$ cat config.mk
export PLATFORM = sky130hd
export DESIGN_NAME = acr_register_bank
export DESIGN_NICKNAME = d
export VERILOG_FILES = /design/src/verilog/acr_line_filter.v /design/src/verilog/acr_edge_detect.v /design/src/verilog/acr_register_bank.v
export VERILOG_INCLUDE_DIRS = /design/src /design/src/verilog
export SDC_FILE = /design/constraint.sdc
export NUM_CORES = 1
export LEC_CHECK = 0
export ABC_AREA = 1
export BUFFER_PORTS_ARGS = -buffer_cell sky130_fd_sc_hd__buf_2
export CAP_MARGIN = 0
export CORE_ASPECT_RATIO = 2
export CORE_MARGIN = 10
export CORE_UTILIZATION = 60
export CTS_BUF_LIST = sky130_fd_sc_hd__clkbuf_8
export DETAILED_ROUTE_END_ITERATION = 12
export PLACE_DENSITY_LB_ADDON = 0.3
export SYNTH_ARGS = -nofsm -noshare
export SYNTH_HDL_FRONTEND = slang
export SYNTH_SLANG_ARGS = --single-unit
$ cat constraint.sdc
create_clock -name clk -period 2.6 [get_ports clk]
set_input_delay 0.13 -clock clk [delete_from_list [all_inputs] [get_ports clk]]
set_output_delay 0.13 -clock clk [all_outputs]
set_load 0.02 [all_outputs]
$ cat src/verilog/acr_defines.vh
/*
 amplifier control register bank: offsets, field positions, reset values, codes.
 assumes inclusion by bare name from the design files.
*/
`ifndef ACR_DEFINES_VH
`define ACR_DEFINES_VH
`define ACR_ADDR_ID 8'h00
`define ACR_ADDR_PWR 8'h01
`define ACR_ADDR_DIG 8'h02
`define ACR_ADDR_VOLCFG 8'h03
`define ACR_ADDR_VOLL 8'h04
`define ACR_ADDR_VOLR 8'h05
`define ACR_ADDR_ANA 8'h06
`define ACR_ADDR_RSV7 8'h07
`define ACR_ADDR_FAULT 8'h08
`define ACR_ADDR_RSVLO 8'h09
`define ACR_ADDR_RSVHI 8'h0f
`define ACR_ADDR_CLIPM 8'h10
`define ACR_ADDR_CLIPL 8'h11
`define ACR_RST_PWR 8'hfd
`define ACR_RST_DIG 8'h14
`define ACR_RST_VOLCFG 8'h80
`define ACR_RST_VOL 8'hcf
`define ACR_RST_ANA 8'h51
`define ACR_RST_RSV7 8'h00
`define ACR_RST_FAULT 8'h00
`define ACR_RST_CLIPM 8'hff
`define ACR_RST_CLIPL 8'hfc
`define ACR_PWR_SLEEP 1
`define ACR_PWR_SHDN_N 0
`define ACR_DIG_HPF 7
`define ACR_DIG_RSV 6
`define ACR_DIG_BOOST_HI 5
`define ACR_DIG_BOOST_LO 4
`define ACR_DIG_SPEED 3
`define ACR_DIG_FMT_HI 2
`define ACR_DIG_FMT_LO 0
`define ACR_FMT_MAX 3'h5
`define ACR_SLAVE_UPPER 6'h36
`define ACR_FILTER_LEN 3
`endif

$ cat src/verilog/acr_line_filter.v
/*
 glitch filter for one bus line: output follows input after a stable run.
 assumes input already synchronous to clk.
*/
`timescale 1ns/1ps
`include "acr_defines.vh"
module acr_line_filter (
	// clock and reset
	input wire clk,
	input wire sys_rst,
	// line
	input wire lineIn,
	output reg lineOut
);
	reg [1:0] stableCount;
	always @(posedge clk) begin
		if (sys_rst) begin
			lineOut <= 1'b1;
			stableCount <= 2'h0;
		end else if (lineIn == lineOut) begin
			stableCount <= 2'h0;
		end else if (stableCount == 2'd`ACR_FILTER_LEN - 2'd1) begin
			lineOut <= lineIn;
			stableCount <= 2'h0;
		end else begin
			stableCount <= stableCount + 2'h1;
		end
	end
endmodule

$ cat src/verilog/acr_edge_detect.v
/*
 edge detector for the filtered bus lines: scl edges and start/stop.
 assumes filtered inputs.
*/
`timescale 1ns/1ps
module acr_edge_detect (
	// clock and reset
	input wire clk,
	input wire sys_rst,
	// filtered lines
	input wire sclIn,
	input wire sdaIn,
	// events
	output wire sclRise,
	output wire sclFall,
	output wire startSeen,
	output wire stopSeen
);
	reg sclLast;
	reg sdaLast;
	always @(posedge clk) begin
		if (sys_rst) begin
			sclLast <= 1'b1;
			sdaLast <= 1'b1;
		end else begin
			sclLast <= sclIn;
			sdaLast <= sdaIn;
		end
	end
	assign sclRise = sclIn & ~sclLast;
	assign sclFall = ~sclIn & sclLast;
	assign startSeen = sclIn & sclLast & sdaLast & ~sdaIn;
	assign stopSeen = sclIn & sclLast & ~sdaLast & sdaIn;
endmodule

$ cat src/verilog/acr_register_bank.v
/*
 amplifier control register bank behind an i2c slave port.
 assumes scl/sda and the sleep/address pin are synchronous to clk; sys_rst marks power-up.
*/
// Behaviour
// - clip threshold upper bits in power bits 7:2
// - 20-bit threshold from three register fields
// - sleep bit disables power stage only
// - shutdown bit zero powers amplifier down
// - bit 7 bypasses highpass filter
// - bits 5:4 select digital boost
// - bit 3 selects single or double speed
// - bits 2:0 select serial input format
// - read-only identification byte at 0x00
// - address pin sampled once as bit
// - address, register, data each acknowledged
`timescale 1ns/1ps
`include "acr_defines.vh"
module acr_register_bank #(
	parameter [7:0] ID_CODE = 8'h5a // arbitrary value
) (
	// clock and reset
	input wire clk,
	input wire sys_rst,
	// i2c pins
	input wire sclIn,
	input wire sdaIn,
	output reg sdaOut,
	output reg sdaOe,
	// strap
	input wire sleep_addr_pin,
	// controls to the amplifier
	output reg [19:0] clip_threshold,
	output reg amp_sleep_bit,
	output reg amp_shutdown_n,
	output reg highpass_bypass,
	output reg [1:0] boostSel,
	output reg rate_speed_select,
	output reg [2:0] inputFormat,
	output reg [7:0] volumeConfig,
	output reg [7:0] volumeLeft,
	output reg [7:0] volumeRight,
	output reg [7:0] analogControl,
	output reg [7:0] faultConfig
);
	localparam [5:0] ST_IDLE = 6'h01;
	localparam [5:0] ST_DEV = 6'h02;
	localparam [5:0] ST_ACK = 6'h04;
	localparam [5:0] ST_RX = 6'h08;
	localparam [5:0] ST_TX = 6'h10;
	localparam [5:0] ST_MACK = 6'h20;

	wire sclF;
	wire sdaF;
	wire sclRise;
	wire sclFall;
	wire startSeen;
	wire stopSeen;

	// one filter per bus line, equal delay keeps start/stop order
	wire [1:0] rawLines = {sclIn, sdaIn};
	wire [1:0] cleanLines;
	genvar lineIdx;
	generate
		for (lineIdx = 0; lineIdx < 2; lineIdx = lineIdx + 1) begin : lineFilt
			acr_line_filter filt (
				.clk(clk),
				.sys_rst(sys_rst),
				.lineIn(rawLines[lineIdx]),
				.lineOut(cleanLines[lineIdx])
			);
		end
	endgenerate
	assign sclF = cleanLines[1];
	assign sdaF = cleanLines[0];
	acr_edge_detect edges (
		.clk(clk),
		.sys_rst(sys_rst),
		.sclIn(sclF),
		.sdaIn(sdaF),
		.sclRise(sclRise),
		.sclFall(sclFall),
		.startSeen(startSeen),
		.stopSeen(stopSeen)
	);

	// registers
	reg [7:0] regPower;
	reg [7:0] regDigital;
	reg [7:0] regReserved7;
	reg [7:0] regClipMid;
	reg [7:0] regClipLow;
	reg addrBit;
	reg strapTaken;

	// protocol state
	reg [5:0] state;
	reg [2:0] bitCount;
	reg [7:0] shiftReg;
	reg [7:0] regPtr;
	reg haveRegAddr;
	reg readMode;
	reg ackPending;
	reg [7:0] readData;
	reg writeStrobe;
	reg [7:0] writeData;

	wire [6:0] slaveAddr = {`ACR_SLAVE_UPPER, addrBit};
	wire [7:0] nextShift = {shiftReg[6:0], sdaF};

	// register read mux
	always @* begin
		case (regPtr)
			`ACR_ADDR_ID: readData = ID_CODE;
			`ACR_ADDR_PWR: readData = regPower;
			`ACR_ADDR_DIG: readData = regDigital;
			`ACR_ADDR_VOLCFG: readData = volumeConfig;
			`ACR_ADDR_VOLL: readData = volumeLeft;
			`ACR_ADDR_VOLR: readData = volumeRight;
			`ACR_ADDR_ANA: readData = analogControl;
			`ACR_ADDR_RSV7: readData = regReserved7;
			`ACR_ADDR_FAULT: readData = faultConfig;
			`ACR_ADDR_CLIPM: readData = regClipMid;
			`ACR_ADDR_CLIPL: readData = regClipLow;
			default: readData = 8'h00;
		endcase
	end

	// strap capture once after reset release
	always @(posedge clk) begin
		if (sys_rst) begin
			addrBit <= 1'b0;
			strapTaken <= 1'b0;
		end else if (!strapTaken) begin
			addrBit <= sleep_addr_pin;
			strapTaken <= 1'b1;
		end
	end

	// i2c byte engine
	always @(posedge clk) begin
		if (sys_rst) begin
			state <= ST_IDLE;
			bitCount <= 3'h0;
			shiftReg <= 8'h00;
			regPtr <= 8'h00;
			haveRegAddr <= 1'b0;
			readMode <= 1'b0;
			ackPending <= 1'b0;
			sdaOut <= 1'b1;
			sdaOe <= 1'b0;
			writeStrobe <= 1'b0;
			writeData <= 8'h00;
		end else begin
			writeStrobe <= 1'b0;
			if (startSeen) begin
				state <= ST_DEV;
				bitCount <= 3'h0;
				haveRegAddr <= 1'b0;
				sdaOe <= 1'b0;
			end else if (stopSeen) begin
				state <= ST_IDLE;
				sdaOe <= 1'b0;
			end else begin
				case (state)
					ST_IDLE: begin
						sdaOe <= 1'b0;
					end
					ST_DEV: begin
						if (sclRise) begin
							shiftReg <= nextShift;
							bitCount <= bitCount + 3'h1;
							if (bitCount == 3'h7) begin
								if (nextShift[7:1] == slaveAddr) begin
									readMode <= nextShift[0];
									state <= ST_ACK;
								end else begin
									state <= ST_IDLE;
								end
							end
						end
					end
					ST_ACK: begin
						// drive ack low through the ninth clock
						if (sclFall && !ackPending) begin
							sdaOut <= 1'b0;
							sdaOe <= 1'b1;
							ackPending <= 1'b1;
						end else if (sclFall && ackPending) begin
							ackPending <= 1'b0;
							bitCount <= 3'h0;
							if (readMode) begin
								state <= ST_TX;
								shiftReg <= {readData[6:0], 1'b0};
								sdaOut <= readData[7];
								sdaOe <= ~readData[7];
							end else begin
								state <= ST_RX;
								sdaOe <= 1'b0;
							end
						end
					end
					ST_RX: begin
						if (sclRise) begin
							shiftReg <= nextShift;
							bitCount <= bitCount + 3'h1;
							if (bitCount == 3'h7) begin
								state <= ST_ACK;
								if (!haveRegAddr) begin
									regPtr <= nextShift;
									haveRegAddr <= 1'b1;
								end else begin
									writeData <= nextShift;
									writeStrobe <= 1'b1;
								end
							end
						end
					end
					ST_TX: begin
						if (sclFall) begin
							bitCount <= bitCount + 3'h1;
							if (bitCount == 3'h7) begin
								state <= ST_MACK;
								sdaOe <= 1'b0;
							end else begin
								sdaOut <= shiftReg[7];
								sdaOe <= ~shiftReg[7];
								shiftReg <= {shiftReg[6:0], 1'b0};
							end
						end
					end
					ST_MACK: begin
						if (sclRise) begin
							if (sdaF) begin
								state <= ST_IDLE;
							end else begin
								regPtr <= regPtr + 8'h01;
								state <= ST_ACK;
								ackPending <= 1'b1;
							end
						end
					end
					default: begin
						state <= ST_IDLE;
					end
				endcase
			end
			if (writeStrobe) begin
				regPtr <= regPtr + 8'h01;
			end
		end
	end

	// register storage
	always @(posedge clk) begin
		if (sys_rst) begin
			regPower <= `ACR_RST_PWR;
			regDigital <= `ACR_RST_DIG;
			volumeConfig <= `ACR_RST_VOLCFG;
			volumeLeft <= `ACR_RST_VOL;
			volumeRight <= `ACR_RST_VOL;
			analogControl <= `ACR_RST_ANA;
			regReserved7 <= `ACR_RST_RSV7;
			faultConfig <= `ACR_RST_FAULT;
			regClipMid <= `ACR_RST_CLIPM;
			regClipLow <= `ACR_RST_CLIPL;
		end else if (writeStrobe) begin
			case (regPtr)
				`ACR_ADDR_PWR: regPower <= writeData;
				// reserved bit 6 kept at zero
				`ACR_ADDR_DIG: regDigital <= writeData & 8'hbf;
				`ACR_ADDR_VOLCFG: volumeConfig <= writeData;
				`ACR_ADDR_VOLL: volumeLeft <= writeData;
				`ACR_ADDR_VOLR: volumeRight <= writeData;
				`ACR_ADDR_ANA: analogControl <= writeData;
				`ACR_ADDR_RSV7: regReserved7 <= writeData;
				`ACR_ADDR_FAULT: faultConfig <= writeData;
				`ACR_ADDR_CLIPM: regClipMid <= writeData;
				`ACR_ADDR_CLIPL: regClipLow <= writeData;
				default: regReserved7 <= regReserved7;
			endcase
		end
	end

	// decoded controls, registered
	always @(posedge clk) begin
		if (sys_rst) begin
			clip_threshold <= 20'hffff0;
			amp_sleep_bit <= 1'b0;
			amp_shutdown_n <= 1'b0;
			highpass_bypass <= 1'b0;
			boostSel <= 2'h0;
			rate_speed_select <= 1'b0;
			inputFormat <= 3'h0;
		end else begin
			clip_threshold <= {regPower[7:2], regClipMid, regClipLow[7:2]};
			amp_sleep_bit <= regPower[`ACR_PWR_SLEEP];
			amp_shutdown_n <= regPower[`ACR_PWR_SHDN_N];
			highpass_bypass <= regDigital[`ACR_DIG_HPF];
			boostSel <= regDigital[`ACR_DIG_BOOST_HI:`ACR_DIG_BOOST_LO];
			rate_speed_select <= regDigital[`ACR_DIG_SPEED];
			inputFormat <= regDigital[`ACR_DIG_FMT_HI:`ACR_DIG_FMT_LO];
		end
	end
endmodule

==> qor.yml, run 1 <==
cts_tree: "done"
synth_area_leaders: "dfxtp_1 (45%), nand2_1 (12%), a21oi_1 (5.9%)"
ys_types: 33
ir_worst_vdd_v: 0.000775
dp_slack_ps: 595
setup_tns_ps: 0
worst_slew_pin_slew_ps: 621
via_per_inst: 5.70
rsz0062_at_grt: "false"
htreeDepth: 4
first_pass_iters: 6
row_count: 55
setup_slack_ps: 531
clkTransAtPathRegs_ps: 90
drc_errors: 0
hold_ws_ps: 40.1
ys_warn_count: 0
min_period_over_period: 0.796
core-area_mm2: 0.0114
ant_nets: 0
criticalPathCategory: "flip-flop to flip-flop"
floorplan.initialDensity: 0.613
max_freq_mhz: 483
grt_max_degree: 91
async_flop_share: 0
antenna_found_initial: 0
setup_viol: 0
max-clock-path-buffers: 2
relSlewSlack: 0.586
reg2reg_setup_slack_ps: 530
required_ps: 2960
p_leak_nw: 3.67
synthCells: 947
startpoint: "regPtr[0]"
synth_top_cells_by_count: "nand2_1 (223), dfxtp_1 (157), inv_1 (99), nor2_1 (97), a21oi_1 (82)"
worstPathArrival_ps: 2430
crit-reg2reg-launch: "regPtr[0]"
synth.yosys.seq_area_share: 0.451
drv_cap: 0
cts_resized: 0
cts_root_buf: "clkbuf_8"
io_buffers: 75
p_per_area_mw_per_mm2: 674
synth_seq_cells: 157
drt-initial-drc-count: 559
hold_viol: 0
hold_start: "sys_rst"
synth_nets: 960
post-dp-hpwl_mm: 15.5
track_usage: 0.264
outcome: "finished clean"
hold_buffers: 3
hold_class: "input pin to flip-flop"
numClockSinks: 157
ys.flop_type: "dfxtp_1"
gp_congestion: 0.994
yosysTopAreaCell: "dfxtp_1"
start_kind: "flip-flop"
clock_latency_ps: 470
grt.overflow.total: 0
slew_viol_final: 0
avgSynthCellArea_um2: 7.36
vias: 6671
dieArea_mm2: 0.0166
post-cts-setup-buffers: 0
fin_nets: 1029
wl_per_cell_um: 18.2
drive_gt1_frac: 0.163
grt_pass1_wl_mm: 33.2
cts_buffers: 17
crit_path_end_kind: "flip-flop"
die_w_um: 96.2
period_needed_ps: 2070
synth_edf_count: 0
yosysMostFrequentCell: "nand2_1"
synth_top_cell_area_share: 0.451
grt_pass1_vias: 6397
detail_route.wirelength_mm: 21.3
fin_worst_skew_ps: 9.85
die_h_um: 172
path_max_fanout: 9
diodes: 0
syn2layout_area_growth_pct: 12.3
synth_area_mm2: 0.00697
ios: 76
path summary, 6_finish.rpt:
check / endpoint / depth (start not counted)
max: shiftReg[1] / 12
min: state[1] / 2
max reg2reg: shiftReg[1] / 12
min reg2reg: lineFilt[1].filt.stableCount[0] / 1
layer usage:
metal | wire [um] | global-route usage | share of wire
met3 | 1390 | 0.0508 | 0.065
met5 | 0 | 0 | 0
met2 | 10900 | 0.459 | 0.51
met1 | 7080 | 0.255 | 0.33
met4 | 1970 | 0.224 | 0.092
registers in the layout, indices dropped and copies added (netlist names), 2 cells and up:
register and cells:
lineFilt.filt.stableCount 4, writeData 8, regClipLow 8, regClipMid 8, state 6, regDigital 7, shiftReg 8, volumeConfig 8
analogControl 8, bitCount 3, regPower 8, regPtr 8, inputFormat 3, lineFilt.filt.lineOut 2, volumeLeft 8, clip_threshold 20
boostSel 2, volumeRight 8, regReserved7 8, faultConfig 8
critical path, cell delays in order, from the launching register on:
cell     delay (ps)
dfxtp_1         450
inv_1           100
ha_1            240
nand3_1         100
nor2_2          100
nand2_1          80
nand2_1          60
nor2_1          350
nand3_1         190
nand2_1         110
inv_1            40
nor2_1           90
nor2_1           40
cell families (layout without fill, tap and decap cells):
| group | Yosys count | after routing | synth area share |
|---|---|---|---|
| and+or+nand+nor | 432 | 432 | 0.285 |
| AOI/OAI and AO/OA | 205 | 205 | 0.162 |
| DFF | 157 | 157 | 0.451 |
| buffers and inverters | 143 | 225 | 0.0853 |
| adders and majority gates | 8 | 8 | 0.0144 |
| xor gates and xnor gates | 2 | 2 | 0.00252 |
layout make-up:
class / count / area, um2
sequential: 157 / 3140
tap: 142 / 178
clock inverter: 15 / 175
fill: 1011 / 3530
multi-input combinational: 647 / 3230
timing repair buffer: 82 / 448
clock buffer: 17 / 234
inverter: 111 / 417
cells in the final DEF, fill, tap and decap left out, types with 3 or more instances in the layout:
master         Yosys  routed
nand2_1          223     223
dfxtp_1          157     157
inv_1             99      98
nor2_1            97      97
a21oi_1           82      82
o21ai_0           78      78
buf_2              7      75
nand3_1           61      61
o211ai_1          33      33
clkbuf_8           0      17
inv_2             11      12
nor2_4            12      12
nor2_2            11      11
o21ai_1            8       8
ha_1               8       8
nand4_1            7       7
nand3_2            6       6
inv_6              0       5
nand2_2            3       3
nand3_4            3       3
inv_8              0       3
dlygate4sd3_1      0       3
buf_4              5       3
where the power goes:
part           internal, mW  switching, mW  total, mW
clock network         0.887           1.01       1.90
registers              2.49         0.0872       2.57
logic                 0.232          0.568      0.800
through the flow:
step	instance area [um2]	total power, mW	util	instances
2_1_floorplan	6970	3.21	-	947
3_3_place_gp	7380	3.40	0.650	1136
3_5_place_dp	7380	3.41	0.650	1136
4_1_cts	7820	5.26	0.689	1171
5_1_grt	7820	5.49	0.689	1171
6_report	7820	5.27	0.689	1171
Note: power is estimated with default switching activity, not from simulation.
==> run 2: changes to the inputs <==
CORE_UTILIZATION = 55   (was 60)
clock period = 1.8 ns   (was 2.6 ns; I/O delays follow)
==> qor.yml, run 2 (synthesis gave the netlist of run 1 again) <==
use_met2: 0.477
core-area_mm2: 0.0125
busiest_layer: "met2"
fin_worst_skew_ps: 14.8
die_w_um: 99.6
die_h_um: 179
cts_root_buf: "clkbuf_8"
ant_nets: 0
outcome: "finished, violations left"
drt-initial-drc-count: 683
relSlewSlack: 0.615
gp_congestion: 0.979
cts_tree: "done"
max_freq_mhz: 555
critPathMostFrequentCell: "nand2_1"
grt_max_degree: 83
row_count: 58
io_buffers: 75
fin_nets: 1085
required_ps: 2190
fillers: 1122
syn2layout_area_growth_pct: 20.6
crit_path_end_kind: "flip-flop"
track_usage: 0.254
slew_viol_final: 0
path_max_fanout: 6
hold_viol: 0
cts_buffers: 17
p_leak_nw: 3.95
grt_pass1_wl_mm: 35.1
antenna_found_initial: 0
mostFrequentLayoutCells: "nand2_1 (218), dfxtp_1 (148), inv_1 (97)"
setup_slack_ps: -1.89
top_register: "clip_threshold"
p_per_area_mw_per_mm2: 899
critPathTopFamily: "simple AND/OR/NAND/NOR gates"
start_kind: "flip-flop"
final_common_cell: "nand2_1"
slowest_delay_ps: 370
setup_viol: 1
grt_util_met1: 0.230
grt_pass1_vias: 6510
crit_path_cell_trace: "inv_1 -> ha_2 -> nand3_2 -> nor2_2 -> nand2_1 -> nand2_1 -> nor2_2 -> nand3_1 -> nand2_1 -> inv_1 -> nor2_1 -> nor2_1"
drc_errors: 0
crit_buf_inv: 2
first_pass_iters: 6
drive_gt1_frac: 0.233
cp_slowest_cell: "dfxtp_4"
clock_latency_ps: 460
setup_tns_ps: -1.89
clkTransAtPathRegs_ps: 80
grtUsageMet3: 0.0552
htreeDepth: 4
ios: 76
floorplan.initialDensity: 0.558
min_period_over_period: 1.00
diodes: 0
post-dp-hpwl_mm: 17.0
criticalPathCategory: "flip-flop to flip-flop"
violations: "setup timing"
hold_class: "input pin to flip-flop"
final_util: 0.673
grt.overflow.total: 0
largest_register_ffs: 20
dp_cells: 1188
worstPathArrival_ps: 2190
numClockSinks: 157
worst_slew_pin_slew_ps: 577
drv_cap: 0
max-clock-path-buffers: 2
stdcell_count: 1234
via_per_inst: 5.72
dieArea_mm2: 0.0178
period_needed_ps: 1800
vias: 7061
ir_worst_vdd_v: 0.000654
detail_route.wirelength_mm: 23.3
rsz0062_at_grt: "true"
wl_per_cell_um: 18.9
[run 2: cell types whose count changed in the layout (fill, tap and decap cells not counted), sizes merged]
| cell | before | now |
|---|---|---|
| nor2 | 120 | 125 |
| clkinvlp | 2 | 5 |
| clkinv | 4 | 1 |
| bufinv | 2 | 1 |
| buf | 79 | 130 |
[run 2: worst register-to-register path, delay by kind of cell (launching register included)]
family / cells / cell delay, ps
buf+inv: 2 / 150
simple gates: 9 / 1000
flops: 1 / 370
fa+ha+maj: 1 / 230
[run 2: final cells by class]
cell class | count | area [um2] | share of cell area
repair buffers | 133 | 872 | 0.104
well taps | 150 | 188 | 0.0223
clock inverters | 14 | 135 | 0.0161
multi-input cells | 652 | 3390 | 0.403
inverters | 111 | 422 | 0.0502
clock buffers | 17 | 234 | 0.0279
flip-flops and latches | 157 | 3160 | 0.376
[run 2: worst paths after layout]
| check | start | end | slack [ps] | depth (start not counted) |
|---|---|---|---|---|
| setup / recovery | regPtr[0] | shiftReg[4] | -2 | 12 |
| hold / removal | sys_rst | state[1] | 30 | 2 |
| setup reg to reg | regPtr[0] | shiftReg[4] | -2 | 12 |
| hold reg to reg | lineFilt[1].filt.stableCount[0] | lineFilt[1].filt.stableCount[0] | 420 | 1 |
[run 2: through the flow]
step / setup slack, ps / power, mW / hold WS, ps / instance area, um2
2_1_floorplan: 285 / 4.64 / 212 / 6970
3_3_place_gp: -27.3 / 5.00 / 337 / 7750
3_5_place_dp: -53.5 / 5.01 / 343 / 7750
4_1_cts: 11.9 / 7.49 / 14.4 / 8150
5_1_grt: -54.9 / 7.89 / 8.39 / 8400
6_report: -1.89 / 7.55 / 32.7 / 8400
[run 2: metal layers]
metal	vias up	share of wire
met5	-	0
met4	0	0.088
met3	150	0.070
met2	376	0.53
met1	3201	0.31
li1	3334	-
[run 2: where the power goes]
part / leakage (nW) / internal, mW / switching [mW]
registers: 1.28 / 3.59 / 0.119
logic: 2.50 / 0.423 / 0.888
clock network: 0.176 / 1.11 / 1.42
total: 3.95 / 5.13 / 2.42
[run 2: timing repair]
item	CTS	global route
setup endpoints to repair	2	73
pin swaps	0	9
cloned	0	5
endpoints found under the hold margin	7	0
buffers inserted	0	7
hold buffers	3	0
resized for setup	2	50
